<file path="src/include/cpsd_pkg.sv">
// Shared constants and types for the program-counter, stack, flag and port datapath
// and for the sequencer that drives its strobes.
// Assumes both ends run on the same clock, core_clk_i.
package cpsd_pkg;

  // ==========================================================================
  // Widths and sizes
  localparam int unsigned DATA_W = 8;
  localparam int unsigned ADDR_W = 9;
  localparam int unsigned WORD_W = 12;
  localparam int unsigned FLAG_W = 3;
  localparam int unsigned PORT_COUNT = 3;
  localparam int unsigned STACK_DEPTH = 2;
  localparam int unsigned STACK_PTR_W = (STACK_DEPTH > 1) ? $clog2(STACK_DEPTH) : 1;

  // ==========================================================================
  // Counter source select codes
  localparam logic [1:0] SRC_STACK = 2'h0;
  localparam logic [1:0] SRC_ALU = 2'h1;
  localparam logic [1:0] SRC_LITERAL = 2'h2;

  // ==========================================================================
  // Special register addresses
  localparam logic [2:0] SFR_INDIRECT_ACCESS = 3'h0;
  localparam logic [2:0] SFR_TIMER_ZERO = 3'h1;
  localparam logic [2:0] SFR_COUNTER_LOW_BYTE = 3'h2;
  localparam logic [2:0] SFR_ALU_FLAGS = 3'h3;
  localparam logic [2:0] SFR_INDIRECT_POINTER = 3'h4;
  localparam logic [2:0] SFR_IO_PORT_FIRST = 3'h5;
  localparam logic [2:0] SFR_IO_PORT_SECOND = 3'h6;
  localparam logic [2:0] SFR_IO_PORT_THIRD = 3'h7;

  // ==========================================================================
  // Flag bit positions and reset values
  localparam int unsigned FLAG_CARRY = 0;
  localparam int unsigned FLAG_DIGIT_CARRY = 1;
  localparam int unsigned FLAG_ZERO = 2;
  localparam logic [DATA_W-1:0] FLAGS_RESET = 8'h00;
  localparam logic [DATA_W-1:0] PORT_OUT_RESET = 8'h00;
  localparam logic [DATA_W-1:0] DIR_RESET = 8'hff;
  localparam logic [ADDR_W-1:0] COUNTER_RESET = 9'h000;
  localparam logic [WORD_W-1:0] NOP_WORD = 12'h000;

  // ==========================================================================
  // Sequencer commands and states
  typedef enum logic [1:0] {
    CPSD_CMD_PLAIN = 2'b00,
    CPSD_CMD_JUMP = 2'b01,
    CPSD_CMD_CALL = 2'b10,
    CPSD_CMD_RETURN = 2'b11
  } cpsd_cmd_t;

  typedef enum logic [2:0] {
    CPSD_ST_IDLE = 3'b000,
    CPSD_ST_PLAIN = 3'b001,
    CPSD_ST_BRANCH_1 = 3'b010,
    CPSD_ST_BRANCH_2 = 3'b011,
    CPSD_ST_RETURN_1 = 3'b100,
    CPSD_ST_RETURN_2 = 3'b101,
    CPSD_ST_RETURN_3 = 3'b110
  } cpsd_state_t;

endpackage : cpsd_pkg

</file>
<file path="src/include/cpsd_link_if.sv">
// Strobe and status link between the sequencer and the datapath.
// Assumes the sequencer changes every strobe only right after a core_clk_i rising edge.
`timescale 1ns/10ps
`default_nettype none
interface cpsd_link_if;
  import cpsd_pkg::*;

  logic [1:0] counter_source_select;
  logic counter_load;
  logic counter_increment;
  logic counter_low_load;
  logic stack_load;
  logic stack_decrement;
  logic stack_increment;
  logic instruction_load;
  logic program_mux_select;
  logic carry_update;
  logic digit_carry_update;
  logic zero_update;
  logic flags_parallel_load;
  logic [PORT_COUNT-1:0] port_out_load;
  logic [PORT_COUNT-1:0] port_dir_load;
  logic [WORD_W-1:0] instruction_word;

  modport datapath (
    input counter_source_select, counter_load, counter_increment, counter_low_load,
    input stack_load, stack_decrement, stack_increment, instruction_load, program_mux_select,
    input carry_update, digit_carry_update, zero_update, flags_parallel_load,
    input port_out_load, port_dir_load,
    output instruction_word
  );

  modport sequencer (
    output counter_source_select, counter_load, counter_increment, counter_low_load,
    output stack_load, stack_decrement, stack_increment, instruction_load, program_mux_select,
    output carry_update, digit_carry_update, zero_update, flags_parallel_load,
    output port_out_load, port_dir_load,
    input instruction_word
  );
endinterface : cpsd_link_if
`default_nettype wire

</file>
<file path="src/rtl/cpsd_datapath.sv">
// Program counter, return stack, flag register, three bidirectional ports,
// special register read multiplexer and instruction register with skip substitution.
// Assumes strobes on the link come from logic on core_clk_i; port pins are asynchronous.
`timescale 1ns/10ps
`default_nettype none

module cpsd_datapath (
  input wire logic core_clk_i,
  input wire logic rstn_i,
  cpsd_link_if.datapath link,
  input wire logic [cpsd_pkg::DATA_W-1:0] alu_bus_i,
  input wire logic [cpsd_pkg::FLAG_W-1:0] flag_bus_i,
  input wire logic [cpsd_pkg::WORD_W-1:0] program_word_i,
  input wire logic [2:0] sfr_read_addr_i,
  input wire logic [cpsd_pkg::DATA_W-1:0] indirect_pointer_i,
  input wire logic [cpsd_pkg::PORT_COUNT*cpsd_pkg::DATA_W-1:0] port_pin_i,
  output logic [cpsd_pkg::PORT_COUNT*cpsd_pkg::DATA_W-1:0] port_pin_o,
  output logic [cpsd_pkg::PORT_COUNT*cpsd_pkg::DATA_W-1:0] port_pin_oe_o,
  output logic [cpsd_pkg::ADDR_W-1:0] program_address_o,
  output logic [cpsd_pkg::ADDR_W-1:0] stack_top_o,
  output logic [cpsd_pkg::DATA_W-1:0] flags_o,
  output logic [cpsd_pkg::DATA_W-1:0] sfr_data_bus_o
);
  import cpsd_pkg::*;

  // ==========================================================================
  // Declarations
  logic [ADDR_W-1:0] counter_reg;
  logic [ADDR_W-1:0] counter_source_bus;
  logic [ADDR_W-1:0] stack_mem [STACK_DEPTH];
  logic [STACK_PTR_W-1:0] stack_ptr_reg;
  logic [ADDR_W-1:0] stack_bus;
  logic [WORD_W-1:0] instruction_reg;
  logic [WORD_W-1:0] program_mux_bus;
  logic [DATA_W-1:0] flags_reg;
  logic [DATA_W-1:0] port_out_reg [PORT_COUNT];
  logic [DATA_W-1:0] port_dir_reg [PORT_COUNT];
  logic [DATA_W-1:0] pin_meta_reg [PORT_COUNT];
  logic [DATA_W-1:0] pin_sync_reg [PORT_COUNT];
  logic [DATA_W-1:0] sfr_data_next;

  // ==========================================================================
  // Counter source multiplexer
  always_comb
  begin
    case (link.counter_source_select)
      SRC_STACK: counter_source_bus = stack_bus;
      SRC_ALU: counter_source_bus = {1'b0, alu_bus_i};
      SRC_LITERAL: counter_source_bus = instruction_reg[ADDR_W-1:0];
      default: counter_source_bus = stack_bus;
    endcase
  end

  // ==========================================================================
  // Program counter
  // Full load wins over a low-byte write, which wins over the increment
  always_ff @(posedge core_clk_i)
  begin
    if (!rstn_i)
    begin
      counter_reg <= COUNTER_RESET;
    end
    else if (link.counter_load)
    begin
      counter_reg <= counter_source_bus;
    end
    else if (link.counter_low_load)
    begin
      counter_reg <= {counter_reg[ADDR_W-1], alu_bus_i};
    end
    else if (link.counter_increment)
    begin
      counter_reg <= counter_reg + 9'h001;
    end
  end

  // ==========================================================================
  // Return stack
  assign stack_bus = stack_mem[stack_ptr_reg];

  always_ff @(posedge core_clk_i)
  begin
    if (link.stack_load)
    begin
      stack_mem[stack_ptr_reg] <= counter_reg;
    end
  end

  // Pointer wraps around the depth; both directions given, decrement wins
  always_ff @(posedge core_clk_i)
  begin
    if (!rstn_i)
    begin
      stack_ptr_reg <= '0;
    end
    else if (link.stack_decrement)
    begin
      if (stack_ptr_reg == '0)
      begin
        stack_ptr_reg <= STACK_PTR_W'(STACK_DEPTH - 1);
      end
      else
      begin
        stack_ptr_reg <= stack_ptr_reg - 1'b1;
      end
    end
    else if (link.stack_increment)
    begin
      if (stack_ptr_reg == STACK_PTR_W'(STACK_DEPTH - 1))
      begin
        stack_ptr_reg <= '0;
      end
      else
      begin
        stack_ptr_reg <= stack_ptr_reg + 1'b1;
      end
    end
  end

  // ==========================================================================
  // Instruction register with skip substitution
  assign program_mux_bus = link.program_mux_select ? NOP_WORD : program_word_i;

  always_ff @(posedge core_clk_i)
  begin
    if (!rstn_i)
    begin
      instruction_reg <= NOP_WORD;
    end
    else if (link.instruction_load)
    begin
      instruction_reg <= program_mux_bus;
    end
  end

  // ==========================================================================
  // Flag register
  always_ff @(posedge core_clk_i)
  begin
    if (!rstn_i)
    begin
      flags_reg <= FLAGS_RESET;
    end
    else if (link.flags_parallel_load)
    begin
      flags_reg <= alu_bus_i;
    end
    else
    begin
      if (link.carry_update)
      begin
        flags_reg[FLAG_CARRY] <= flag_bus_i[FLAG_CARRY];
      end
      if (link.digit_carry_update)
      begin
        flags_reg[FLAG_DIGIT_CARRY] <= flag_bus_i[FLAG_DIGIT_CARRY];
      end
      if (link.zero_update)
      begin
        flags_reg[FLAG_ZERO] <= flag_bus_i[FLAG_ZERO];
      end
    end
  end

  // ==========================================================================
  // Bidirectional ports
  generate
    for (genvar p = 0; p < PORT_COUNT; p++)
    begin : g_port
      always_ff @(posedge core_clk_i)
      begin
        if (!rstn_i)
        begin
          port_out_reg[p] <= PORT_OUT_RESET;
        end
        else if (link.port_out_load[p])
        begin
          port_out_reg[p] <= alu_bus_i;
        end
      end

      always_ff @(posedge core_clk_i)
      begin
        if (!rstn_i)
        begin
          port_dir_reg[p] <= DIR_RESET;
        end
        else if (link.port_dir_load[p])
        begin
          port_dir_reg[p] <= alu_bus_i;
        end
      end

      always_ff @(posedge core_clk_i)
      begin
        pin_meta_reg[p] <= port_pin_i[p*DATA_W +: DATA_W];
        pin_sync_reg[p] <= pin_meta_reg[p];
      end

      assign port_pin_o[p*DATA_W +: DATA_W] = port_out_reg[p];
      assign port_pin_oe_o[p*DATA_W +: DATA_W] = ~port_dir_reg[p];
    end
  endgenerate

  // ==========================================================================
  // Special register read multiplexer
  always_comb
  begin
    case (sfr_read_addr_i)
      SFR_INDIRECT_ACCESS: sfr_data_next = 8'h00;
      SFR_TIMER_ZERO: sfr_data_next = 8'h00;
      SFR_COUNTER_LOW_BYTE: sfr_data_next = counter_reg[DATA_W-1:0];
      SFR_ALU_FLAGS: sfr_data_next = flags_reg;
      SFR_INDIRECT_POINTER: sfr_data_next = indirect_pointer_i;
      SFR_IO_PORT_FIRST: sfr_data_next = pin_sync_reg[0];
      SFR_IO_PORT_SECOND: sfr_data_next = pin_sync_reg[1];
      SFR_IO_PORT_THIRD: sfr_data_next = pin_sync_reg[2];
      default: sfr_data_next = 8'h00;
    endcase
  end

  assign sfr_data_bus_o = sfr_data_next;
  assign program_address_o = counter_reg;
  assign stack_top_o = stack_bus;
  assign flags_o = flags_reg;
  assign link.instruction_word = instruction_reg;

endmodule // cpsd_datapath
`default_nettype wire

</file>
<file path="src/flat_wrapper.sv">
// flat-port wrapper written by rule: the top's interface ports become plain ports
module cpsd_datapath_flat import cpsd_pkg::*;
  (core_clk_i, rstn_i, alu_bus_i, flag_bus_i, program_word_i, sfr_read_addr_i, indirect_pointer_i, port_pin_i, port_pin_o, port_pin_oe_o, program_address_o, stack_top_o, flags_o, sfr_data_bus_o, link_counter_source_select, link_counter_load, link_counter_increment, link_counter_low_load, link_stack_load, link_stack_decrement, link_stack_increment, link_instruction_load, link_program_mux_select, link_carry_update, link_digit_carry_update, link_zero_update, link_flags_parallel_load, link_port_out_load, link_port_dir_load, link_instruction_word);
  cpsd_link_if link_i ();
  input wire logic core_clk_i;
  input wire logic rstn_i;
  input wire logic [cpsd_pkg::DATA_W-1:0] alu_bus_i;
  input wire logic [cpsd_pkg::FLAG_W-1:0] flag_bus_i;
  input wire logic [cpsd_pkg::WORD_W-1:0] program_word_i;
  input wire logic [2:0] sfr_read_addr_i;
  input wire logic [cpsd_pkg::DATA_W-1:0] indirect_pointer_i;
  input wire logic [cpsd_pkg::PORT_COUNT*cpsd_pkg::DATA_W-1:0] port_pin_i;
  output logic [cpsd_pkg::PORT_COUNT*cpsd_pkg::DATA_W-1:0] port_pin_o;
  output logic [cpsd_pkg::PORT_COUNT*cpsd_pkg::DATA_W-1:0] port_pin_oe_o;
  output logic [cpsd_pkg::ADDR_W-1:0] program_address_o;
  output logic [cpsd_pkg::ADDR_W-1:0] stack_top_o;
  output logic [cpsd_pkg::DATA_W-1:0] flags_o;
  output logic [cpsd_pkg::DATA_W-1:0] sfr_data_bus_o;
  input wire logic [$bits(link_i.counter_source_select)-1:0] link_counter_source_select;
  input wire logic [$bits(link_i.counter_load)-1:0] link_counter_load;
  input wire logic [$bits(link_i.counter_increment)-1:0] link_counter_increment;
  input wire logic [$bits(link_i.counter_low_load)-1:0] link_counter_low_load;
  input wire logic [$bits(link_i.stack_load)-1:0] link_stack_load;
  input wire logic [$bits(link_i.stack_decrement)-1:0] link_stack_decrement;
  input wire logic [$bits(link_i.stack_increment)-1:0] link_stack_increment;
  input wire logic [$bits(link_i.instruction_load)-1:0] link_instruction_load;
  input wire logic [$bits(link_i.program_mux_select)-1:0] link_program_mux_select;
  input wire logic [$bits(link_i.carry_update)-1:0] link_carry_update;
  input wire logic [$bits(link_i.digit_carry_update)-1:0] link_digit_carry_update;
  input wire logic [$bits(link_i.zero_update)-1:0] link_zero_update;
  input wire logic [$bits(link_i.flags_parallel_load)-1:0] link_flags_parallel_load;
  input wire logic [$bits(link_i.port_out_load)-1:0] link_port_out_load;
  input wire logic [$bits(link_i.port_dir_load)-1:0] link_port_dir_load;
  output wire logic [$bits(link_i.instruction_word)-1:0] link_instruction_word;
  assign link_i.counter_source_select = link_counter_source_select;
  assign link_i.counter_load = link_counter_load;
  assign link_i.counter_increment = link_counter_increment;
  assign link_i.counter_low_load = link_counter_low_load;
  assign link_i.stack_load = link_stack_load;
  assign link_i.stack_decrement = link_stack_decrement;
  assign link_i.stack_increment = link_stack_increment;
  assign link_i.instruction_load = link_instruction_load;
  assign link_i.program_mux_select = link_program_mux_select;
  assign link_i.carry_update = link_carry_update;
  assign link_i.digit_carry_update = link_digit_carry_update;
  assign link_i.zero_update = link_zero_update;
  assign link_i.flags_parallel_load = link_flags_parallel_load;
  assign link_i.port_out_load = link_port_out_load;
  assign link_i.port_dir_load = link_port_dir_load;
  assign link_instruction_word = link_i.instruction_word;
  cpsd_datapath u_core (.core_clk_i(core_clk_i), .rstn_i(rstn_i), .link(link_i), .alu_bus_i(alu_bus_i), .flag_bus_i(flag_bus_i), .program_word_i(program_word_i), .sfr_read_addr_i(sfr_read_addr_i), .indirect_pointer_i(indirect_pointer_i), .port_pin_i(port_pin_i), .port_pin_o(port_pin_o), .port_pin_oe_o(port_pin_oe_o), .program_address_o(program_address_o), .stack_top_o(stack_top_o), .flags_o(flags_o), .sfr_data_bus_o(sfr_data_bus_o));
endmodule
</file>
<file path="config.mk">
export PLATFORM = sky130hd
export DESIGN_NAME = cpsd_datapath_flat
export DESIGN_NICKNAME = d
export VERILOG_FILES = /design/src/include/cpsd_pkg.sv /design/src/include/cpsd_link_if.sv /design/src/rtl/cpsd_datapath.sv /design/src/flat_wrapper.sv
export SDC_FILE = /design/constraint.sdc
export NUM_CORES = 1
export LEC_CHECK = 0
export BUFFER_PORTS_ARGS = -buffer_cell sky130_fd_sc_hd__buf_2
export CORE_MARGIN = 2
export CORE_UTILIZATION = 53
export CTS_BUF_LIST = sky130_fd_sc_hd__clkbuf_8
export CTS_CLUSTER_DIAMETER = 100
export CTS_CLUSTER_SIZE = 28
export DETAILED_ROUTE_END_ITERATION = 8
export HOLD_SLACK_MARGIN = 0.08
export PLACE_DENSITY = 0.84
export SYNTH_ARGS = -nofsm -noshare
export SYNTH_HDL_FRONTEND = slang
export SYNTH_SLANG_ARGS = --single-unit
</file>
<file path="constraint.sdc">
create_clock -name core_clk_i -period 1.9 [get_ports core_clk_i]
set_input_delay 0.095 -clock core_clk_i [delete_from_list [all_inputs] [get_ports core_clk_i]]
set_output_delay 0.095 -clock core_clk_i [all_outputs]
set_load 0.02 [all_outputs]
</file>
* Yosys cells after proc, flatten, opt, wreduce, memory -nomap -nowiden
Memories as Yosys holds them, arrays and structs flattened. A register that Yosys moved wholly into a read port is not among the register bits. Cells that the tools add are included.
Word-level totals: input port bits 80, memories kept 5, register bits 30, memory bits (writable) 114, output and inout port bits 94
Operators by class: equality and inequality tests 10, add/subtract/negate cells 3, bitwise operators 9, mux-type cells 43, reductions and logical operators 9
Memories:
- u_core.pin_meta_reg | words 3, bits a word 8, read ports 3, clocked after memory_dff 0, wr ports 3, line cpsd_datapath.sv:38 | logic [DATA_W-1:0] pin_meta_reg [PORT_COUNT];
- u_core.pin_sync_reg | words 3, bits a word 8, read ports 3, clocked after memory_dff 0, wr ports 3, line cpsd_datapath.sv:39 | logic [DATA_W-1:0] pin_sync_reg [PORT_COUNT];
- u_core.port_dir_reg | words 3, bits a word 8, read ports 3, clocked after memory_dff 0, wr ports 3, line cpsd_datapath.sv:37 | logic [DATA_W-1:0] port_dir_reg [PORT_COUNT];
- u_core.port_out_reg | words 3, bits a word 8, read ports 3, clocked after memory_dff 0, wr ports 3, line cpsd_datapath.sv:36 | logic [DATA_W-1:0] port_out_reg [PORT_COUNT];
- u_core.stack_mem | words 2, bits a word 9, read ports 1, clocked after memory_dff 1, wr ports 1, line cpsd_datapath.sv:30 | logic [ADDR_W-1:0] stack_mem [STACK_DEPTH];
Operator list (count):
- case mux 8 bit (7 select lines) | 1
- two-way mux 8 bit | 6
- two-way mux 1 bit | 30
- two-way mux 9 bit | 3
- inverter 8 bit | 3
- case mux 9 bit (2 select lines) | 1
- equality test 3 bit (second input constant) | 4
- two-way mux 12 bit | 1
- nonzero test 2 bit | 5
- adder 9 x 1 -> 9 bit (second input constant) | 1
- equality test 3 x 2 -> 1 bit (second input constant) | 2
- bitwise OR 1 bit | 6
- equality test 3 x 1 -> 1 bit (second input constant) | 1
- logical NOT 3 bit | 1
- two-way mux 3 bit | 1
- nonzero test 3 bit | 1
- equality test 2 x 1 -> 1 bit (second input constant) | 1
- equality test 2 bit (second input constant) | 1
- inequality test 2 bit (second input constant) | 1
- AND reduction 2 bit | 1
- OR reduction 2 bit | 1
- adder 1 bit (second input constant) | 1
- subtractor 1 bit (second input constant) | 1

* Logic depth before layout (Yosys ltp)
depth after elaboration 6, depth in mapped cells 7

* Worst setup path after synthesis
Ideal clock, no wire load.
kind reg2reg, start point register u_core.counter_reg[0], in the netlist u_core.program_address_o[0], end point register u_core.counter_reg[6], in the netlist u_core.program_address_o[6], library setup time 0.120 ns, required time 1.780 ns, data arrival time 1.333 ns, stages on the path, launching flop included 6, slack 0.447 ns, period minus slack after synthesis 1.453 ns, path through dfxtp_1 ha_1 and2_1 a41o_1 a211oi_1 nor2_1
Between the ends: word-level cells in the longest chain between the ends 4
Ends and longest elaborated chain:
- from (decl) | line cpsd_datapath.sv:28 | logic [ADDR_W-1:0] counter_reg;
- from (signal assigned) | line cpsd_datapath.sv:65 | counter_reg <= counter_source_bus;
- from (signal assigned) | line cpsd_datapath.sv:69 | counter_reg <= {counter_reg[ADDR_W-1], alu_bus_i};
- from (signal assigned) | line cpsd_datapath.sv:73 | counter_reg <= counter_reg + 9'h001;
- adder 9 x 1 -> 9 bit | line cpsd_datapath.sv:73
- two-way mux 9 bit | line cpsd_datapath.sv:71 | else if (link.counter_increment)
- two-way mux 9 bit | line cpsd_datapath.sv:67 | else if (link.counter_low_load)
- two-way mux 9 bit | line cpsd_datapath.sv:63 | else if (link.counter_load)
No other way between the ends. The select of a mux whose other input is x is not followed. A chain may end at the register's enable or synchronous reset.

==> results by group <==
Layout
  • Area added between synthesis and finish: 34.05%
  • Multi-input gate area: 0.001808 mm²
  • Nets: just under 800
  • Storage cell area: approximately 0.0036 mm²
  • Filler cells: 704
  • Share of cells above drive strength 1: slightly above 30%
  • Core Util, Final: around 73%

Critical path
  • Worst Path Required: ~1.8 ns
  • Setup crit start kind: flip-flop
  • Worst Path Arrival: approximately 1.8 ns
  • Critical path capture point type: primary output
  • Crit path from: u_core.pin_sync_reg[0][19]
  • Critical path peak fanout: 1
  • Reg-to-reg startpoint: u_core.stack_ptr_reg
  • Worst Setup Path Type: reg2out

Clock network
  • Number of clock sinks: roughly 150
  • Root Driver: clkbuf_8
  • Cts bufs inserted: 17
  • CTS max path bufs: 2
  • H-tree levels: 4
  • Clock transition at the registers of the reported paths: approximately 0.080 ns
  • Worst skew pair latency: around 0.43 ns
  • CTS tree: built

Synth
  • Syn Nets: ~550
  • Yosys warns: 0
  • Top cell type's share of synthesized area: a little over a third
  • Asr flop ratio synth: 0%
  • Register area share after synthesis: a little under two thirds
  • Post-synth EDFFs: 66
  • Synth area leaders: edfxtp_1, dfxtp_1, nor2b_1
  • Yosys reg bits: 145
  • Mapped Area: roughly 0.0056 mm²
  • Cells after Synth: 463
  • Ys flop type: dfxtp_1
  • Top cell type by total area after synthesis: edfxtp_1
  • Distinct cells, synth: slightly above 50
  • Syn avg cell area: roughly 12 µm²

Timing
  • Max_slew headroom: between 50% and 60%
  • Final setup fails: 0
  • Fin worst setup slack: approximately 0.054 ns
  • Setup TNS: 0 ns
  • Clock Skew: 0.01237 ns
  • Tcrit/Tclk final: between 90% and 100%
  • Final hold vios: 0
  • RSZ-0062 raised after global routing: no
  • Final period demand of the worst path: between 1.5 and 2 ns
  • FMAX: 541.7 MHz
  • Least-Margin Pin Slew: ~0.74 ns
  • Slew Limit Fails: 0

Route
  • Routed vias/inst: 5.297
  • Initial drt markers: about 260
  • Via count: approximately 4500
  • DRC viols: 0
  • Routed WL: between 10 and 15 mm
  • Final ANT Viol Nets: 0
  • Drt wl/cell: 17.26 µm
  • Pre-Repair DR Iteration Count: 5

Floorplan
  • Starting Density: between 50% and 60%
  • Width of the die: 106.7 µm
  • I/O Pins: 174
  • Core area: approximately 0.01 mm²
  • Die area: 0.01139 mm²
  • Std-Cell Rows: 37
  • Die height: 106.7 µm

Power
  • Pwr dens: 894.9 mW/mm²
  • LEAKAGE: roughly 0.0034 µW
  • VDD IR max: between 0.0006 and 0.0007 V

Global route
  • Grt ovf: 0
  • Total track usage: roughly a quarter
  • Initial antenna violation count: 1
  • Vias in the first global route: between 4000 and 5000
  • First-pass GRT wire length: 22.27 mm
  • Largest net degree at the start of global routing: 26

Min path
  • Path category of the worst min-delay check: in2reg
  • Hold Path Origin: link_flags_parallel_load

Placement
  • Placer Congestion: 0.9747
  • DPL Wire Length: approximately 9.6 mm
  • Number of port buffers: around 170
  • Pre-CTS WS: between 0.3 and 0.4 ns

Outcome
  • Outcome: finished, final reports clean

Flow run
  • Max-cap viol count: 0
kinds of logic (layout without fill, tap and decap cells):
family	count (synthesis)	in the layout	synth area share, %
other cells	0	1	0
mux	29	29	5.727
xor+xnor	4	4	0.6265
flops	145	145	63.71
simple gates	147	147	15.10
fa+ha+maj	3	3	0.6712
compound gates	81	81	10.20
buf+inv	54	298	3.960
final timing paths:
path / endpoint / slack [ns] / cells past startpoint
max: sfr_data_bus_o[3] / 0.05 / 4
min: u_core.flags_o[5] / 0.11 / 3
max reg2reg: u_core.stack_ptr_reg / 0.35 / 3
min reg2reg: u_core.pin_sync_reg[0][4] / 0.33 / 0
critical path, cell delays in order (launching register included):
cell and delay (ns):
dfxtp_1 0.31, mux2_1 0.30, a22o_1 0.24, a221o_1 0.34, buf_6 0.14
cell usage after synthesis (2+ instances only):
cell type	number
and2_1	9
a22oi_1	4
or2_1	22
inv_1	29
clkbuf_1	14
nand2b_1	10
ha_1	3
o21ai_0	8
or3_1	2
buf_1	2
a221oi_1	3
nand3_1	6
nor2b_1	38
and3_1	27
a41oi_1	2
buf_2	6
xnor2_1	3
a21oi_1	15
o2bb2ai_1	2
o221ai_1	2
mux2_2	2
o21ai_1	10
nand2_1	20
a211oi_1	3
mux2_1	12
o211ai_1	3
a31oi_1	2
a22o_1	8
dfxtp_1	79
nor2_1	9
a221o_1	8
o22ai_1	2
a21boi_1	2
mux2i_1	14
edfxtp_1	66
what timing repair did:
action / 4_1_cts / 5_1_grt
pin swaps: 0 / 1
gates resized for setup: 2 / 0
setup endpoints to repair: 1 / 1
hold endpoints to repair: 73 / 0
hold buffers: 57 / 0
buffers inserted: 0 / 0
cloned: 0 / 0
power breakdown:
part | switching (µW) | internal (µW) | leakage (µW)
logic | 596 | 432 | 0.00195
registers | 99.7 | 3480 | 0.00132
clock network | 1140 | 967 | 0.000182
total | 1830 | 4880 | 0.00345
layout by cell type (no fill, tap or decap), types with 15 or more instances in the layout:
cell type,count
a21oi_1,15
nand2_1,20
or2_1,22
nor2b_1,38
clkbuf_8,19
and3_1,27
inv_1,29
dfxtp_1,79
edfxtp_1,66
dlygate4sd3_1,57
buf_2,172
metal layers:
| metal | GRT usage, % | vias to the layer above | wire (µm) |
|---|---|---|---|
| li1 | - | 2104 | - |
| met1 | 30.60 | 2059 | 5573 |
| met2 | 43.81 | 263 | 7102 |
| met5 | 0 | - | 0 |
| met3 | 6.991 | 45 | 1306 |
| met4 | 13.45 | 0 | 589 |
metrics by stage:
stage          cells  instance area, µm²  power, µW  hold WS (ns)
6_report         844                7497       6709        0.1102
5_1_grt          844                7497       6977       0.08976
4_1_cts          843                7495       6714       0.08612
3_5_place_dp     755                6573       4563        0.1986
3_3_place_gp     755                6573       4540        0.1969
2_1_floorplan    463                5593       4171        0.1227
final cells by class:
type,count,share of cell area (%)
Sequential cell,145,47.53
Multi-Input combinational cell,264,24.12
Timing Repair Buffer,237,19.94
Clock buffer,19,3.488
Tap cell,136,2.270
Inverter,30,1.502
Clock inverter,12,1.118
Antenna cell,1,0.03338
Power figures use the tool's default switching activity.
